`src/verilog/msc_defs.svh`:
```
// Notes on behaviour
// - status byte: busy b7, cleared b6, mission b5, sampling b4, alarms b2..b0
// - mission and all three alarm bits only clear on write; others ignore writes
// - busy bit reads 0 during any conversion, mission or command started
// - busy drops with the conversion start pulse, returns after result is latched or on timeout
// - cleared bit reads 1 after clear-memory zeroed stamp, counter, delay, rate
// - cleared bit returns 0 when a non-zero rate write starts a mission
// - mission start refused unless memory has been cleared
// - non-zero rate write with mission-enable bit 0 starts mission
// - first register-page write 200h..213h during a mission ends it
// - host may end mission by writing 0; status write never sets it
// - sampling bit rises about 250 ms before each mission conversion
// - mission conversion with wake-up lasts at most 875 ms; reads allowed
// - low alarm set at or below low threshold; write 0 clears
// - high alarm set at or above high threshold; write 0 clears
// - timer alarm set on every clock alarm; write 0 clears
// - mission start copies clock minutes..year into stamp bytes at 0215h
// - first sample after rate plus delay minutes, then every rate minutes
// - 24-bit mission sample count, low byte first; clear-memory resets it
// - 24-bit lifetime count, max 16777215, never reset by software
`ifndef MSC_DEFS_SVH
`define MSC_DEFS_SVH

// register page addresses
`define MSC_ADDR_PAGE_FIRST 16'h0200
`define MSC_ADDR_RATE 16'h020d
`define MSC_ADDR_DELAY_LO 16'h0212
`define MSC_ADDR_DELAY_HI 16'h0213
`define MSC_ADDR_STATUS 16'h0214
`define MSC_ADDR_STAMP_MIN 16'h0215
`define MSC_ADDR_STAMP_HOUR 16'h0216
`define MSC_ADDR_STAMP_DATE 16'h0217
`define MSC_ADDR_STAMP_MONTH 16'h0218
`define MSC_ADDR_STAMP_YEAR 16'h0219
`define MSC_ADDR_MCNT_LO 16'h021a
`define MSC_ADDR_MCNT_MID 16'h021b
`define MSC_ADDR_MCNT_HI 16'h021c
`define MSC_ADDR_LCNT_LO 16'h021d
`define MSC_ADDR_LCNT_MID 16'h021e
`define MSC_ADDR_LCNT_HI 16'h021f

// status bit positions
`define MSC_BIT_BUSY_N 7
`define MSC_BIT_CLEARED 6
`define MSC_BIT_MISSION 5
`define MSC_BIT_SAMPLING 4
`define MSC_BIT_LOW 2
`define MSC_BIT_HIGH 1
`define MSC_BIT_TIMER 0

// counters and timing
`define MSC_CNT_MAX 24'hffffff
`define MSC_MIN_ONE 17'h00001
`define MSC_CLK_KHZ 50000
`define MSC_WAKE_MS 250
`define MSC_CONV_MAX_MS 875

`endif

```
`src/verilog/msc_pkg.sv`:
```
package msc_pkg;

    // one register page access from the link command engine
    typedef struct packed {
        logic wr;
        logic rd;
        logic [15:0] addr;
        logic [7:0] wdata;
    } msc_req_s;

    // live clock registers, packed decimal as the clock keeps them
    typedef struct packed {
        logic [7:0] minutes;
        logic [7:0] hours;
        logic [7:0] date;
        logic [7:0] month;
        logic [7:0] year;
    } msc_rtc_s;

    typedef logic [23:0] msc_count_t;

    typedef enum logic [1:0] {
        ST_IDLE = 2'b00,
        ST_WAKE = 2'b01,
        ST_CONV = 2'b10
    } msc_state_e;

endpackage : msc_pkg

```
`src/verilog/msc_mission_status.sv`:
```
`timescale 1ns/1ps
`include "msc_defs.svh"

module msc_mission_status #(
    parameter int WAKE_CYCLES = `MSC_WAKE_MS * `MSC_CLK_KHZ,
    parameter int CONV_MAX_CYCLES = `MSC_CONV_MAX_MS * `MSC_CLK_KHZ
) (
    // clock and reset
    input wire logic CLK,
    input wire logic SRST,
    // register page access
    input msc_pkg::msc_req_s REQ,
    output logic [7:0] RD_DATA,
    output logic RD_VALID,
    // control register bits and memory commands
    input wire logic MISSION_ENABLE_N,
    input wire logic CLEAR_MEM,
    input wire logic CMD_CONV,
    // real-time clock
    input msc_pkg::msc_rtc_s RTC,
    input wire logic MINUTE_TICK,
    input wire logic RTC_ALARM,
    // alarm thresholds
    input wire logic [7:0] LOW_THRESHOLD,
    input wire logic [7:0] HIGH_THRESHOLD,
    // conversion core
    output logic CONV_START,
    input wire logic CONV_DONE,
    input wire logic [7:0] CONV_RESULT,
    // live status
    output logic [7:0] STATUS
);
    import msc_pkg::*;

    localparam logic [25:0] WAKE_LAST = 26'(WAKE_CYCLES - 1);
    localparam logic [25:0] CONV_LAST = 26'(CONV_MAX_CYCLES - 1);

    // counters saturate instead of wrapping so a full count never reads small
    function automatic msc_count_t sat_inc(input msc_count_t value);
        sat_inc = (value == `MSC_CNT_MAX) ? value : value + 24'h000001;
    endfunction : sat_inc

    function automatic logic addr_is(input logic [15:0] addr, input logic [15:0] ref_addr);
        addr_is = (addr == ref_addr);
    endfunction : addr_is

    // a hit in the cycle of a clearing write still sets, so no event is lost
    function automatic logic flag_next(input logic hit, input logic flag, input logic wr0);
        flag_next = hit | (flag & ~wr0);
    endfunction : flag_next

    // state
    msc_state_e state_q, state_d;
    logic [25:0] timer_q, timer_d;
    logic [16:0] minutes_left_q, minutes_left_d;
    logic conv_mission_q, conv_mission_d;
    logic busy_n_q, busy_n_d;
    logic cleared_q, cleared_d;
    logic mission_q, mission_d;
    logic sampling_q, sampling_d;
    logic low_q, low_d;
    logic high_q, high_d;
    logic timer_alarm_q, timer_alarm_d;
    logic conv_start_q, conv_start_d;
    msc_rtc_s stamp_q, stamp_d;
    logic [7:0] rate_q, rate_d;
    logic [15:0] delay_q, delay_d;
    msc_count_t mission_cnt_q, mission_cnt_d;
    msc_count_t life_cnt_q, life_cnt_d;
    logic [7:0] rd_data_q, rd_data_d;
    logic rd_valid_q;

    // access decode
    wire page_write = REQ.wr && (REQ.addr >= `MSC_ADDR_PAGE_FIRST)
        && (REQ.addr <= `MSC_ADDR_DELAY_HI);
    wire end_by_copy = mission_q && page_write;
    wire write_ok = REQ.wr && !end_by_copy; // first attempt is swallowed
    wire rate_wr = write_ok && addr_is(REQ.addr, `MSC_ADDR_RATE);
    wire delay_lo_wr = write_ok && addr_is(REQ.addr, `MSC_ADDR_DELAY_LO);
    wire delay_hi_wr = write_ok && addr_is(REQ.addr, `MSC_ADDR_DELAY_HI);
    wire status_wr = REQ.wr && addr_is(REQ.addr, `MSC_ADDR_STATUS);

    // mission start needs non-zero rate, enable bit low and cleared memory
    wire start_mission = rate_wr && (REQ.wdata != 8'h00) && !MISSION_ENABLE_N
        && cleared_q;

    // clearing while a mission or conversion runs would tear the bookkeeping
    wire clear_req = CLEAR_MEM && !mission_q && (state_q == ST_IDLE);

    // host write of 0 to a clear-only bit
    wire mission_wr0 = status_wr && !REQ.wdata[`MSC_BIT_MISSION];
    wire low_wr0 = status_wr && !REQ.wdata[`MSC_BIT_LOW];
    wire high_wr0 = status_wr && !REQ.wdata[`MSC_BIT_HIGH];
    wire timer_wr0 = status_wr && !REQ.wdata[`MSC_BIT_TIMER];

    // minute scheduling: a sample falls due on the tick that empties the count
    wire mission_tick = mission_q && MINUTE_TICK;
    wire sample_due = mission_tick && (minutes_left_q == `MSC_MIN_ONE);
    wire launch_mission = sample_due && (state_q == ST_IDLE);
    wire launch_cmd = CMD_CONV && !mission_q && (state_q == ST_IDLE);
    wire wake_over = (state_q == ST_WAKE) && (timer_q == WAKE_LAST);
    wire enter_conv = wake_over || launch_cmd;
    wire conv_timeout = (state_q == ST_CONV) && (timer_q == CONV_LAST);
    wire result_ok = (state_q == ST_CONV) && CONV_DONE;
    wire conv_finish = result_ok || conv_timeout;
    wire mission_result = result_ok && conv_mission_q;
    wire low_hit = mission_result && (CONV_RESULT <= LOW_THRESHOLD);
    wire high_hit = mission_result && (CONV_RESULT >= HIGH_THRESHOLD);
    wire [16:0] first_wait = {9'h000, REQ.wdata} + {1'b0, delay_q};

    // conversion sequencer: wake phase for mission samples, then the core
    always_comb begin
        state_d = state_q;
        case (state_q)
            ST_IDLE: begin
                if (launch_mission) begin
                    state_d = ST_WAKE;
                end else if (launch_cmd) begin
                    state_d = ST_CONV;
                end
            end
            ST_WAKE: begin
                if (wake_over) begin
                    state_d = ST_CONV;
                end
            end
            ST_CONV: begin
                if (conv_finish) begin
                    state_d = ST_IDLE;
                end
            end
            default: begin
                state_d = ST_IDLE;
            end
        endcase
    end

    // one timer spans wake and conversion, so the whole sample is bounded
    assign timer_d = (launch_mission || launch_cmd || conv_finish) ? 26'h0000000
        : (state_q == ST_IDLE) ? timer_q : timer_q + 26'h0000001;
    assign conv_mission_d = launch_mission ? 1'b1 : launch_cmd ? 1'b0 : conv_mission_q;
    assign conv_start_d = enter_conv;

    // busy is low from the start pulse until the result is latched or the timer bound ends the conversion
    assign busy_n_d = enter_conv ? 1'b0 : conv_finish ? 1'b1 : busy_n_q;

    // sampling covers the wake phase and the mission conversion
    assign sampling_d = launch_mission ? 1'b1
        : (conv_finish && conv_mission_q) ? 1'b0 : sampling_q;

    // minute countdown: rate plus delay first, then rate for each later sample
    assign minutes_left_d = start_mission ? first_wait
        : sample_due ? {9'h000, rate_q}
        : mission_tick ? minutes_left_q - `MSC_MIN_ONE : minutes_left_q;

    // mission flag: set only by starting, cleared by copy write or host zero
    assign mission_d = start_mission ? 1'b1
        : (end_by_copy || mission_wr0) ? 1'b0 : mission_q;

    // memory cleared flag
    assign cleared_d = clear_req ? 1'b1
        : start_mission ? 1'b0 : cleared_q;

    // alarm flags: set by their event, cleared only by a zero write
    assign low_d = flag_next(low_hit, low_q, low_wr0);
    assign high_d = flag_next(high_hit, high_q, high_wr0);
    assign timer_alarm_d = flag_next(RTC_ALARM, timer_alarm_q, timer_wr0);

    // time stamp captured on start, zeroed by clear
    assign stamp_d = clear_req ? '0 : start_mission ? RTC : stamp_q;

    // sample rate and start delay storage
    assign rate_d = clear_req ? 8'h00 : rate_wr ? REQ.wdata : rate_q;
    assign delay_d = clear_req ? 16'h0000
        : delay_lo_wr ? {delay_q[15:8], REQ.wdata}
        : delay_hi_wr ? {REQ.wdata, delay_q[7:0]} : delay_q;

    // sample counters; the mission count holds after the mission and any sample it started have ended
    assign mission_cnt_d = clear_req ? 24'h000000
        : mission_result ? sat_inc(mission_cnt_q) : mission_cnt_q;
    assign life_cnt_d = result_ok ? sat_inc(life_cnt_q) : life_cnt_q;

    // live status byte; the read path and the output share one packing
    wire [7:0] status_now = {busy_n_q, cleared_q, mission_q, sampling_q,
        1'b0, low_q, high_q, timer_alarm_q};

    // read path; pages 17 and up are never blocked here while a sample runs
    always_comb begin
        case (REQ.addr)
            `MSC_ADDR_RATE: rd_data_d = rate_q;
            `MSC_ADDR_DELAY_LO: rd_data_d = delay_q[7:0];
            `MSC_ADDR_DELAY_HI: rd_data_d = delay_q[15:8];
            `MSC_ADDR_STATUS: rd_data_d = status_now;
            `MSC_ADDR_STAMP_MIN: rd_data_d = stamp_q.minutes;
            `MSC_ADDR_STAMP_HOUR: rd_data_d = stamp_q.hours;
            `MSC_ADDR_STAMP_DATE: rd_data_d = stamp_q.date;
            `MSC_ADDR_STAMP_MONTH: rd_data_d = stamp_q.month;
            `MSC_ADDR_STAMP_YEAR: rd_data_d = stamp_q.year;
            `MSC_ADDR_MCNT_LO: rd_data_d = mission_cnt_q[7:0];
            `MSC_ADDR_MCNT_MID: rd_data_d = mission_cnt_q[15:8];
            `MSC_ADDR_MCNT_HI: rd_data_d = mission_cnt_q[23:16];
            `MSC_ADDR_LCNT_LO: rd_data_d = life_cnt_q[7:0];
            `MSC_ADDR_LCNT_MID: rd_data_d = life_cnt_q[15:8];
            `MSC_ADDR_LCNT_HI: rd_data_d = life_cnt_q[23:16];
            default: rd_data_d = 8'h00;
        endcase
    end

    // sequencer state
    always_ff @(posedge CLK) begin
        if (SRST) begin
            state_q <= ST_IDLE;
        end else begin
            state_q <= state_d;
        end
    end

    // sample timer, shared by wake and conversion so one bound covers both
    always_ff @(posedge CLK) begin
        if (SRST) begin
            timer_q <= 26'h0000000;
        end else begin
            timer_q <= timer_d;
        end
    end

    // remembers whether the running conversion belongs to the mission
    always_ff @(posedge CLK) begin
        if (SRST) begin
            conv_mission_q <= 1'b0;
        end else begin
            conv_mission_q <= conv_mission_d;
        end
    end

    // start pulse to the core, one cycle wide
    always_ff @(posedge CLK) begin
        if (SRST) begin
            conv_start_q <= 1'b0;
        end else begin
            conv_start_q <= conv_start_d;
        end
    end

    // core busy, active low; idles high after reset
    always_ff @(posedge CLK) begin
        if (SRST) begin
            busy_n_q <= 1'b1;
        end else begin
            busy_n_q <= busy_n_d;
        end
    end

    // sampling flag for mission conversions only
    always_ff @(posedge CLK) begin
        if (SRST) begin
            sampling_q <= 1'b0;
        end else begin
            sampling_q <= sampling_d;
        end
    end

    // minutes until the next mission sample
    always_ff @(posedge CLK) begin
        if (SRST) begin
            minutes_left_q <= 17'h00000;
        end else begin
            minutes_left_q <= minutes_left_d;
        end
    end

    // mission active flag
    always_ff @(posedge CLK) begin
        if (SRST) begin
            mission_q <= 1'b0;
        end else begin
            mission_q <= mission_d;
        end
    end

    // memory cleared; low after reset so a clear must precede the first mission
    always_ff @(posedge CLK) begin
        if (SRST) begin
            cleared_q <= 1'b0;
        end else begin
            cleared_q <= cleared_d;
        end
    end

    // low temperature alarm flag
    always_ff @(posedge CLK) begin
        if (SRST) begin
            low_q <= 1'b0;
        end else begin
            low_q <= low_d;
        end
    end

    // high temperature alarm flag
    always_ff @(posedge CLK) begin
        if (SRST) begin
            high_q <= 1'b0;
        end else begin
            high_q <= high_d;
        end
    end

    // clock alarm flag; may set outside a mission too
    always_ff @(posedge CLK) begin
        if (SRST) begin
            timer_alarm_q <= 1'b0;
        end else begin
            timer_alarm_q <= timer_alarm_d;
        end
    end

    // mission time stamp
    always_ff @(posedge CLK) begin
        if (SRST) begin
            stamp_q <= '0;
        end else begin
            stamp_q <= stamp_d;
        end
    end

    // sample rate in minutes
    always_ff @(posedge CLK) begin
        if (SRST) begin
            rate_q <= 8'h00;
        end else begin
            rate_q <= rate_d;
        end
    end

    // start delay in minutes
    always_ff @(posedge CLK) begin
        if (SRST) begin
            delay_q <= 16'h0000;
        end else begin
            delay_q <= delay_d;
        end
    end

    // mission sample count
    always_ff @(posedge CLK) begin
        if (SRST) begin
            mission_cnt_q <= 24'h000000;
        end else begin
            mission_cnt_q <= mission_cnt_d;
        end
    end

    // lifetime count; only the reset pin clears it, software cannot
    always_ff @(posedge CLK) begin
        if (SRST) begin
            life_cnt_q <= 24'h000000;
        end else begin
            life_cnt_q <= life_cnt_d;
        end
    end

    // read answer one cycle after the request
    always_ff @(posedge CLK) begin
        if (SRST) begin
            rd_data_q <= 8'h00;
            rd_valid_q <= 1'b0;
        end else begin
            rd_data_q <= REQ.rd ? rd_data_d : rd_data_q;
            rd_valid_q <= REQ.rd;
        end
    end

    assign RD_DATA = rd_data_q;
    assign RD_VALID = rd_valid_q;
    assign CONV_START = conv_start_q;
    assign STATUS = status_now;

endmodule : msc_mission_status

```
`config.mk`:
```
export PLATFORM = sky130hd
export DESIGN_NAME = msc_mission_status
export DESIGN_NICKNAME = d
export VERILOG_FILES = /design/src/verilog/msc_pkg.sv /design/src/verilog/msc_mission_status.sv
export VERILOG_INCLUDE_DIRS = /design/src /design/src/verilog
export SDC_FILE = /design/constraint.sdc
export NUM_CORES = 1
export LEC_CHECK = 0
export BUFFER_PORTS_ARGS = -buffer_cell sky130_fd_sc_hd__buf_4
export CAP_MARGIN = 10
export CORE_AREA = 5 5 163 165
export DETAILED_ROUTE_END_ITERATION = 8
export DIE_AREA = 0 0 168 170
export GPL_TIMING_DRIVEN = 0
export MAX_ROUTING_LAYER = met4
export PLACE_DENSITY = 0.59
export SLEW_MARGIN = 20
export SYNTH_ARGS = -nofsm -noshare
export SYNTH_HDL_FRONTEND = slang
export SYNTH_SLANG_ARGS = --single-unit
```
`constraint.sdc`:
```
create_clock -name CLK -period 4.3 [get_ports CLK]
set_input_delay 0.645 -clock CLK [delete_from_list [all_inputs] [get_ports CLK]]
set_output_delay 0.645 -clock CLK [all_outputs]
set_load 0.05 [all_outputs]
```
Word-level counts from Yosys, hierarchy flattened
Index checks and enable logic that the tools add are counted.
Word-level totals
  register bits after elaboration: 175
  bits of input ports: 98
  bits in latches: 0
  output and inout port bits: 18
  bits in read-only memories: 0
  memories kept: 0
  logic and storage cells: 145
  RAM bits: 0
Cells by class
  multiply operators: 0
  shifts and indexed selects: 0
  equal/unequal tests: 25
  add/subtract/negate cells: 5
  bitwise gates (word level): 12
  div/mod/pow operators: 0
  reductions and logical operators: 55
  order comparisons: 4
  mux-type cells: 20
Operator list (number)
  16-bit by 10-bit == test with 1-bit output (second input constant): 15
  8-bit case mux with 15 select lines: 1
  17-bit two-way mux: 3
  24-bit by 1-bit adder with 24-bit output (second input constant): 2
  24-bit == test (second input constant): 2
  1-bit logical AND: 29
  26-bit by 1-bit adder with 26-bit output (second input constant): 1
  26-bit by 24-bit == test with 1-bit output (second input constant): 1
  26-bit == test (second input constant): 1
  8-bit by 16-bit adder with 17-bit output: 1
  17-bit by 1-bit == test with 1-bit output (second input constant): 1
  17-bit by 1-bit subtractor with 17-bit output (second input constant): 1
  16-bit by 10-bit >= comparator with 1-bit output (second input constant): 1
  16-bit by 10-bit less-or-equal comparator with 1-bit output (second input constant): 1
  1-bit two-way mux: 10
  2-bit nonzero test: 5
  8-bit >= comparator: 1
  8-bit less-or-equal comparator: 1
  2-bit two-way mux: 4
  8-bit two-way mux: 1
  8-bit nonzero test: 1
  1-bit zero test: 7
  1-bit NOT: 6
  2-bit case mux with 3 select lines: 1
  12 further kinds: 24

Depth between registers and ports, before layout
  depth in word-level cells: 12
  depth in mapped cells: 9
  mapped depth without buffers: 9

Worst setup path before layout
Ideal clock, no wire load.
  path type: input port to flip-flop
  start: input port REQ[23] in the netlist's numbering
  end: register rd_data_q[4], in the netlist RD_DATA[4]
  arrival time: 2.550 ns
  cell stages on the path: 8
  setup slack: 1.671 ns
  library setup time: 0.079 ns
  cell sequence: or4b_1 buf_2 or4_4 buf_6 nor3_4 a32oi_1 and4b_1 a211oi_2
On the way
  word-level cells in the longest chain between the ends: 2
  elaborated cells on any way between the ends: 16
  classes of those cells: eq/ne: 15; mux: 1
RTL lines
  from (decl): RTL line msc_mission_status.sv:12  | input msc_pkg::msc_req_s REQ,
  16-bit by 10-bit == test with 1-bit output: RTL line msc_mission_status.sv:189  | case (REQ.addr)
  8-bit case mux with 15 select lines (*): RTL line msc_mission_status.sv:189
  to (signal assigned): RTL line msc_mission_status.sv:368  | rd_data_q <= REQ.rd ? rd_data_d : rd_data_q;
  to (decl): RTL line msc_mission_status.sv:70  | logic [7:0] rd_data_q, rd_data_d;
Every way passes the cells marked *; elsewhere a longest branch is shown, timed or not.
A chain may end at the register's enable or synchronous reset.

Final worst setup path
  start: input port REQ[23] in the netlist's numbering
  end: register stamp_q[29] in the netlist's numbering
On the way
  word-level cells in the longest chain between the ends: 10
  elaborated cells on any way between the ends: 12
  classes of those cells: order compare: 2; eq/ne: 1; reduce/logical: 9
RTL lines
  16-bit by 10-bit >= comparator with 1-bit output (no line)
  1-bit logical AND (2 in series): RTL line msc_mission_status.sv:74  | wire page_write = REQ.wr && (REQ.addr >= `MSC_ADDR_PAGE_FIRST)
  1-bit logical AND: RTL line msc_mission_status.sv:76  | wire end_by_copy = mission_q && page_write;
  1-bit zero test: RTL line msc_mission_status.sv:77  | wire write_ok = REQ.wr && !end_by_copy;
  1-bit logical AND: RTL line msc_mission_status.sv:77
  1-bit logical AND (*): RTL line msc_mission_status.sv:78  | wire rate_wr = write_ok && addr_is(REQ.addr, `MSC_ADDR_RATE);
  1-bit logical AND (*) (2 in series): RTL line msc_mission_status.sv:84  | wire start_mission = rate_wr && (REQ.wdata != 8'h00) && !MISSION_ENABLE_N
  1-bit logical AND (*): RTL line msc_mission_status.sv:85  | && cleared_q;
  to (signal assigned): RTL line msc_mission_status.sv:322  | stamp_q <= stamp_d;
  to (decl): RTL line msc_mission_status.sv:65  | msc_rtc_s stamp_q, stamp_d;
Marked as above.

==> flow_metrics.tcl <==
set metrics [dict create \
    holdCritStartpoint "RTC[5]" \
    relSlewSlack 0.416 \
    postCtsSetupBuffers 0 \
    yosys_register_bits 175 \
    power_density_nw_per_um2 299 \
    ir_drop_mv 0.211 \
    netlist_instances 1244 \
    synth_mux_area_frac 0.0269 \
    outcome "completed" \
    syn_nets 1372 \
    fin_hold_ws_ns 0.442 \
    p_leak_nw 4.07 \
    rr_startpoint "mission_q" \
    pre_cts_ws_ns 0.675 \
    ys.flop_type "dfxtp_1" \
    syn-mean-instance-area_um2 7.88 \
    rows 58 \
    nets 1502 \
    hpwl_um 27200 \
    start_util 0.394 \
    path_buf_inv 5 \
    min_period_over_period 0.742 \
    cts_root_buf "clkbuf_16" \
    r2r_cells 7 \
    critPathCaptureType "flop" \
    dieArea_um2 28600 \
    grt_setup_unrepaired "false" \
    final_layout_size_suffix_gt1_frac 0.146 \
    grt.overflow.total 0 \
    clkTransAtPathRegs_ns 0.08 \
    synth_edf_count 0 \
    fp.dieH_um 170 \
    synth-xor-area-share 0.0679 \
    drtAntennaViolNets 0 \
    crit_path_start_kind "input port" \
    skew_ns 0.0156 \
    r2r-end "stamp_q[29]" \
    synth_area_leaders "dfxtp_1, nand2_1, a21oi_1" \
    regToRegSetupSlack_ns 1.32 \
    die_x_um 168 \
    critPathSlowestCell "or4b_1" \
    worst_hold_path_type "input port to flop" \
    setup_viol 0 \
    cts-htree-levels 4 \
    synth_top_family_by_area "simple AND/OR/NAND/NOR gates" \
    synthArstFlopShare 0 \
    yosys.area_share.simple 0.292 \
    hold_buffers 0 \
    place_inst 1685 \
    cts.sinks 175 \
    clock_path_buffers 2 \
    critical_path.top_delay_family "buffers and inverters" \
    area_growth_pct 18.8 \
    ys_types 81 \
    synth_top_cell_by_area "dfxtp_1" \
    routedWlPerCell_um 20.3 \
    synth-compound-area-share 0.168 \
    numCtsBuffers 17 \
    drc 0 \
    first_pass_iters 5 \
    grt_max_degree 20 \
    core_um2 24900 \
    path_max_fanout 10 \
    stdcell_area_um2 11600 \
    critPathKind "input port to flop" \
    setup_tns_ns 0 \
    min_path_cells 3 \
    antenna_found_initial 1 \
    initialDrtViolationCount 931 \
    fillers 2526 \
    port_buffers 111 \
    num_vias 9724 \
    cts_resized 0 \
    cap_violations 0 \
    num_io_pins 116 \
    yosysWarnings 0 \
    netlist_area_um2 9800 \
    layout_min_cycle_time_ns 3.19 \
    cts_tree "done" \
    fin_cells 1718 \
    layout_setup_ws_ns 1.11 \
    synthAdderAreaFrac 0.0391 \
    track_usage 0.247 \
    tightest_slew_ns 0.870 \
    ys_seq_area_frac 0.357 \
    wirelength_um 34800 \
    max_freq_ghz 0.313 \
    crit_path_max_incr_delay_ns 0.53 \
    min_to "stamp_q[5]" \
    cp.arrival_ns 3.50 \
    startpoint "REQ[23]" \
    clk_latency_ns 0.45 \
    grt_pass1_vias 9133 \
    grt_pass1_wl_um 53400 \
    hold_violations 0 \
    cp_cell_sequence "buf_4 > or4b_1 > buf_2 > nor3_2 > buf_2 > nand4_1 > clkbuf_1 > clkbuf_1 > nand2_1 > a21oi_1" \
    yosysTopAreaCellShare 0.357 \
    vias_per_cell 5.66 \
    required_ns 4.60 \
    maxSlewViolCount 0 \
    globalplace.congestion 0.983 \
    placed_area_um2 11000 \
]
[how the worst max path moves through the flow]
| stage | depth (start not counted) | slack (ns) | to |
|---|---|---|---|
| 5_1_grt | 9 | 0.89 | stamp_q[31] |
| 3_5_place_dp | 9 | 0.68 | stamp_q[30] |
| 6_report | 10 | 1.11 | stamp_q[29] |
| 4_1_cts | 9 | 1.13 | stamp_q[29] |
| 3_3_place_gp | 10 | 0.65 | stamp_q[30] |
| 2_1_floorplan | 8 | 1.67 | RD_DATA[4] |
[power breakdown]
group | total (mW) | switching [mW] | leakage (nW) | internal [mW]
combinational | 0.280 | 0.167 | 2.38 | 0.113
clock | 1.57 | 0.789 | 0.284 | 0.784
sequential | 1.63 | 0.00714 | 1.41 | 1.62
total | 3.48 | 0.963 | 4.07 | 2.52
[cell usage in the layout (no fill, tap or decap), types with 7 or more instances in the layout]
cell type  netlist  routed
clkbuf_1        46      46
o21a_1          10      10
nand3_1         43      43
nor2b_1         16      16
buf_2           12      12
and2_1           7       7
mux2_2           9       9
a22oi_1         15      15
o21ai_0         34      34
nand4_1         26      26
dfxtp_1        175     175
a211oi_1         8       8
buf_4            8     119
xnor2_1         42      42
nor3_1          32      32
nor4_1          15      15
and4_1          13      13
clkbuf_16        0      17
a31oi_1         14      14
a21oi_1        103     103
inv_1           39      39
and3_1          18      18
a221oi_1         9       9
or3_1           17      17
nand2b_1         7       7
nand2_1        207     207
xor2_1          34      34
a21o_1           7       7
mux2i_1         14      14
ha_1            29      29
nor2_1         115     115
[kinds of logic (layout without fill, tap and decap cells)]
family / Yosys count / count (layout)
xor gates and xnor gates: 76 / 76
buffers and inverters: 111 / 254
and+or+nand+nor: 570 / 570
adders and majority gates: 30 / 30
muxes: 24 / 24
AOI/OAI and AO/OA: 257 / 257
other: 1 / 2
DFF: 175 / 175
[synthesized netlist by cell type (all sizes together), types with 21 or more instances]
master  number
buf         26
dfxtp      175
a21oi      103
o21ai       35
nor3        34
inv         39
ha          29
nand2      207
nand3       43
clkbuf      46
xnor2       42
nand4       26
nor4        21
nor2       119
xor2        34
[metal layers]
layer	wire, um	track usage	vias up
met4	814	0.0681	0
li1	-	-	4689
met1	15600	0.332	4614
met2	15800	0.384	368
met3	2590	0.0462	53
met5	0	-	-
[through the flow]
stage                     power (mW)   util
after floorplan                 1.80      -
after global placement          1.95  0.444
after detailed placement        1.95  0.444
after CTS                       3.51  0.468
after global routing            3.60  0.468
final                           3.48  0.468
[registers in the layout, indices dropped and copies added, names as in the netlist, 2 cells and up]
name / flops
life_cnt_q: 24
minutes_left_q: 17
stamp_q: 40
timer_q: 26
delay_q: 16
rate_q: 8
mission_cnt_q: 24
RD_DATA: 8
state_q: 2
[tightest hold or removal path: stages]
cell and delay (ns):
buf_4 0.11, nand2_1 0.04, a21oi_1 0.05
[final cells by class]
class | instances | area, um^2 | share of cell area
Sequential cell | 175 | 3500 | 0.301
Clock buffer | 17 | 425 | 0.0365
Inverter | 39 | 146 | 0.0126
Tap cell | 330 | 413 | 0.0355
Multi-Input combinational cell | 958 | 5830 | 0.501
Antenna cell | 1 | 2.50 | 0.000215
Buffer | 72 | 323 | 0.0277
Clock inverter | 15 | 166 | 0.0143
Timing Repair Buffer | 111 | 833 | 0.0716
Power figures use the tool's default switching activity.
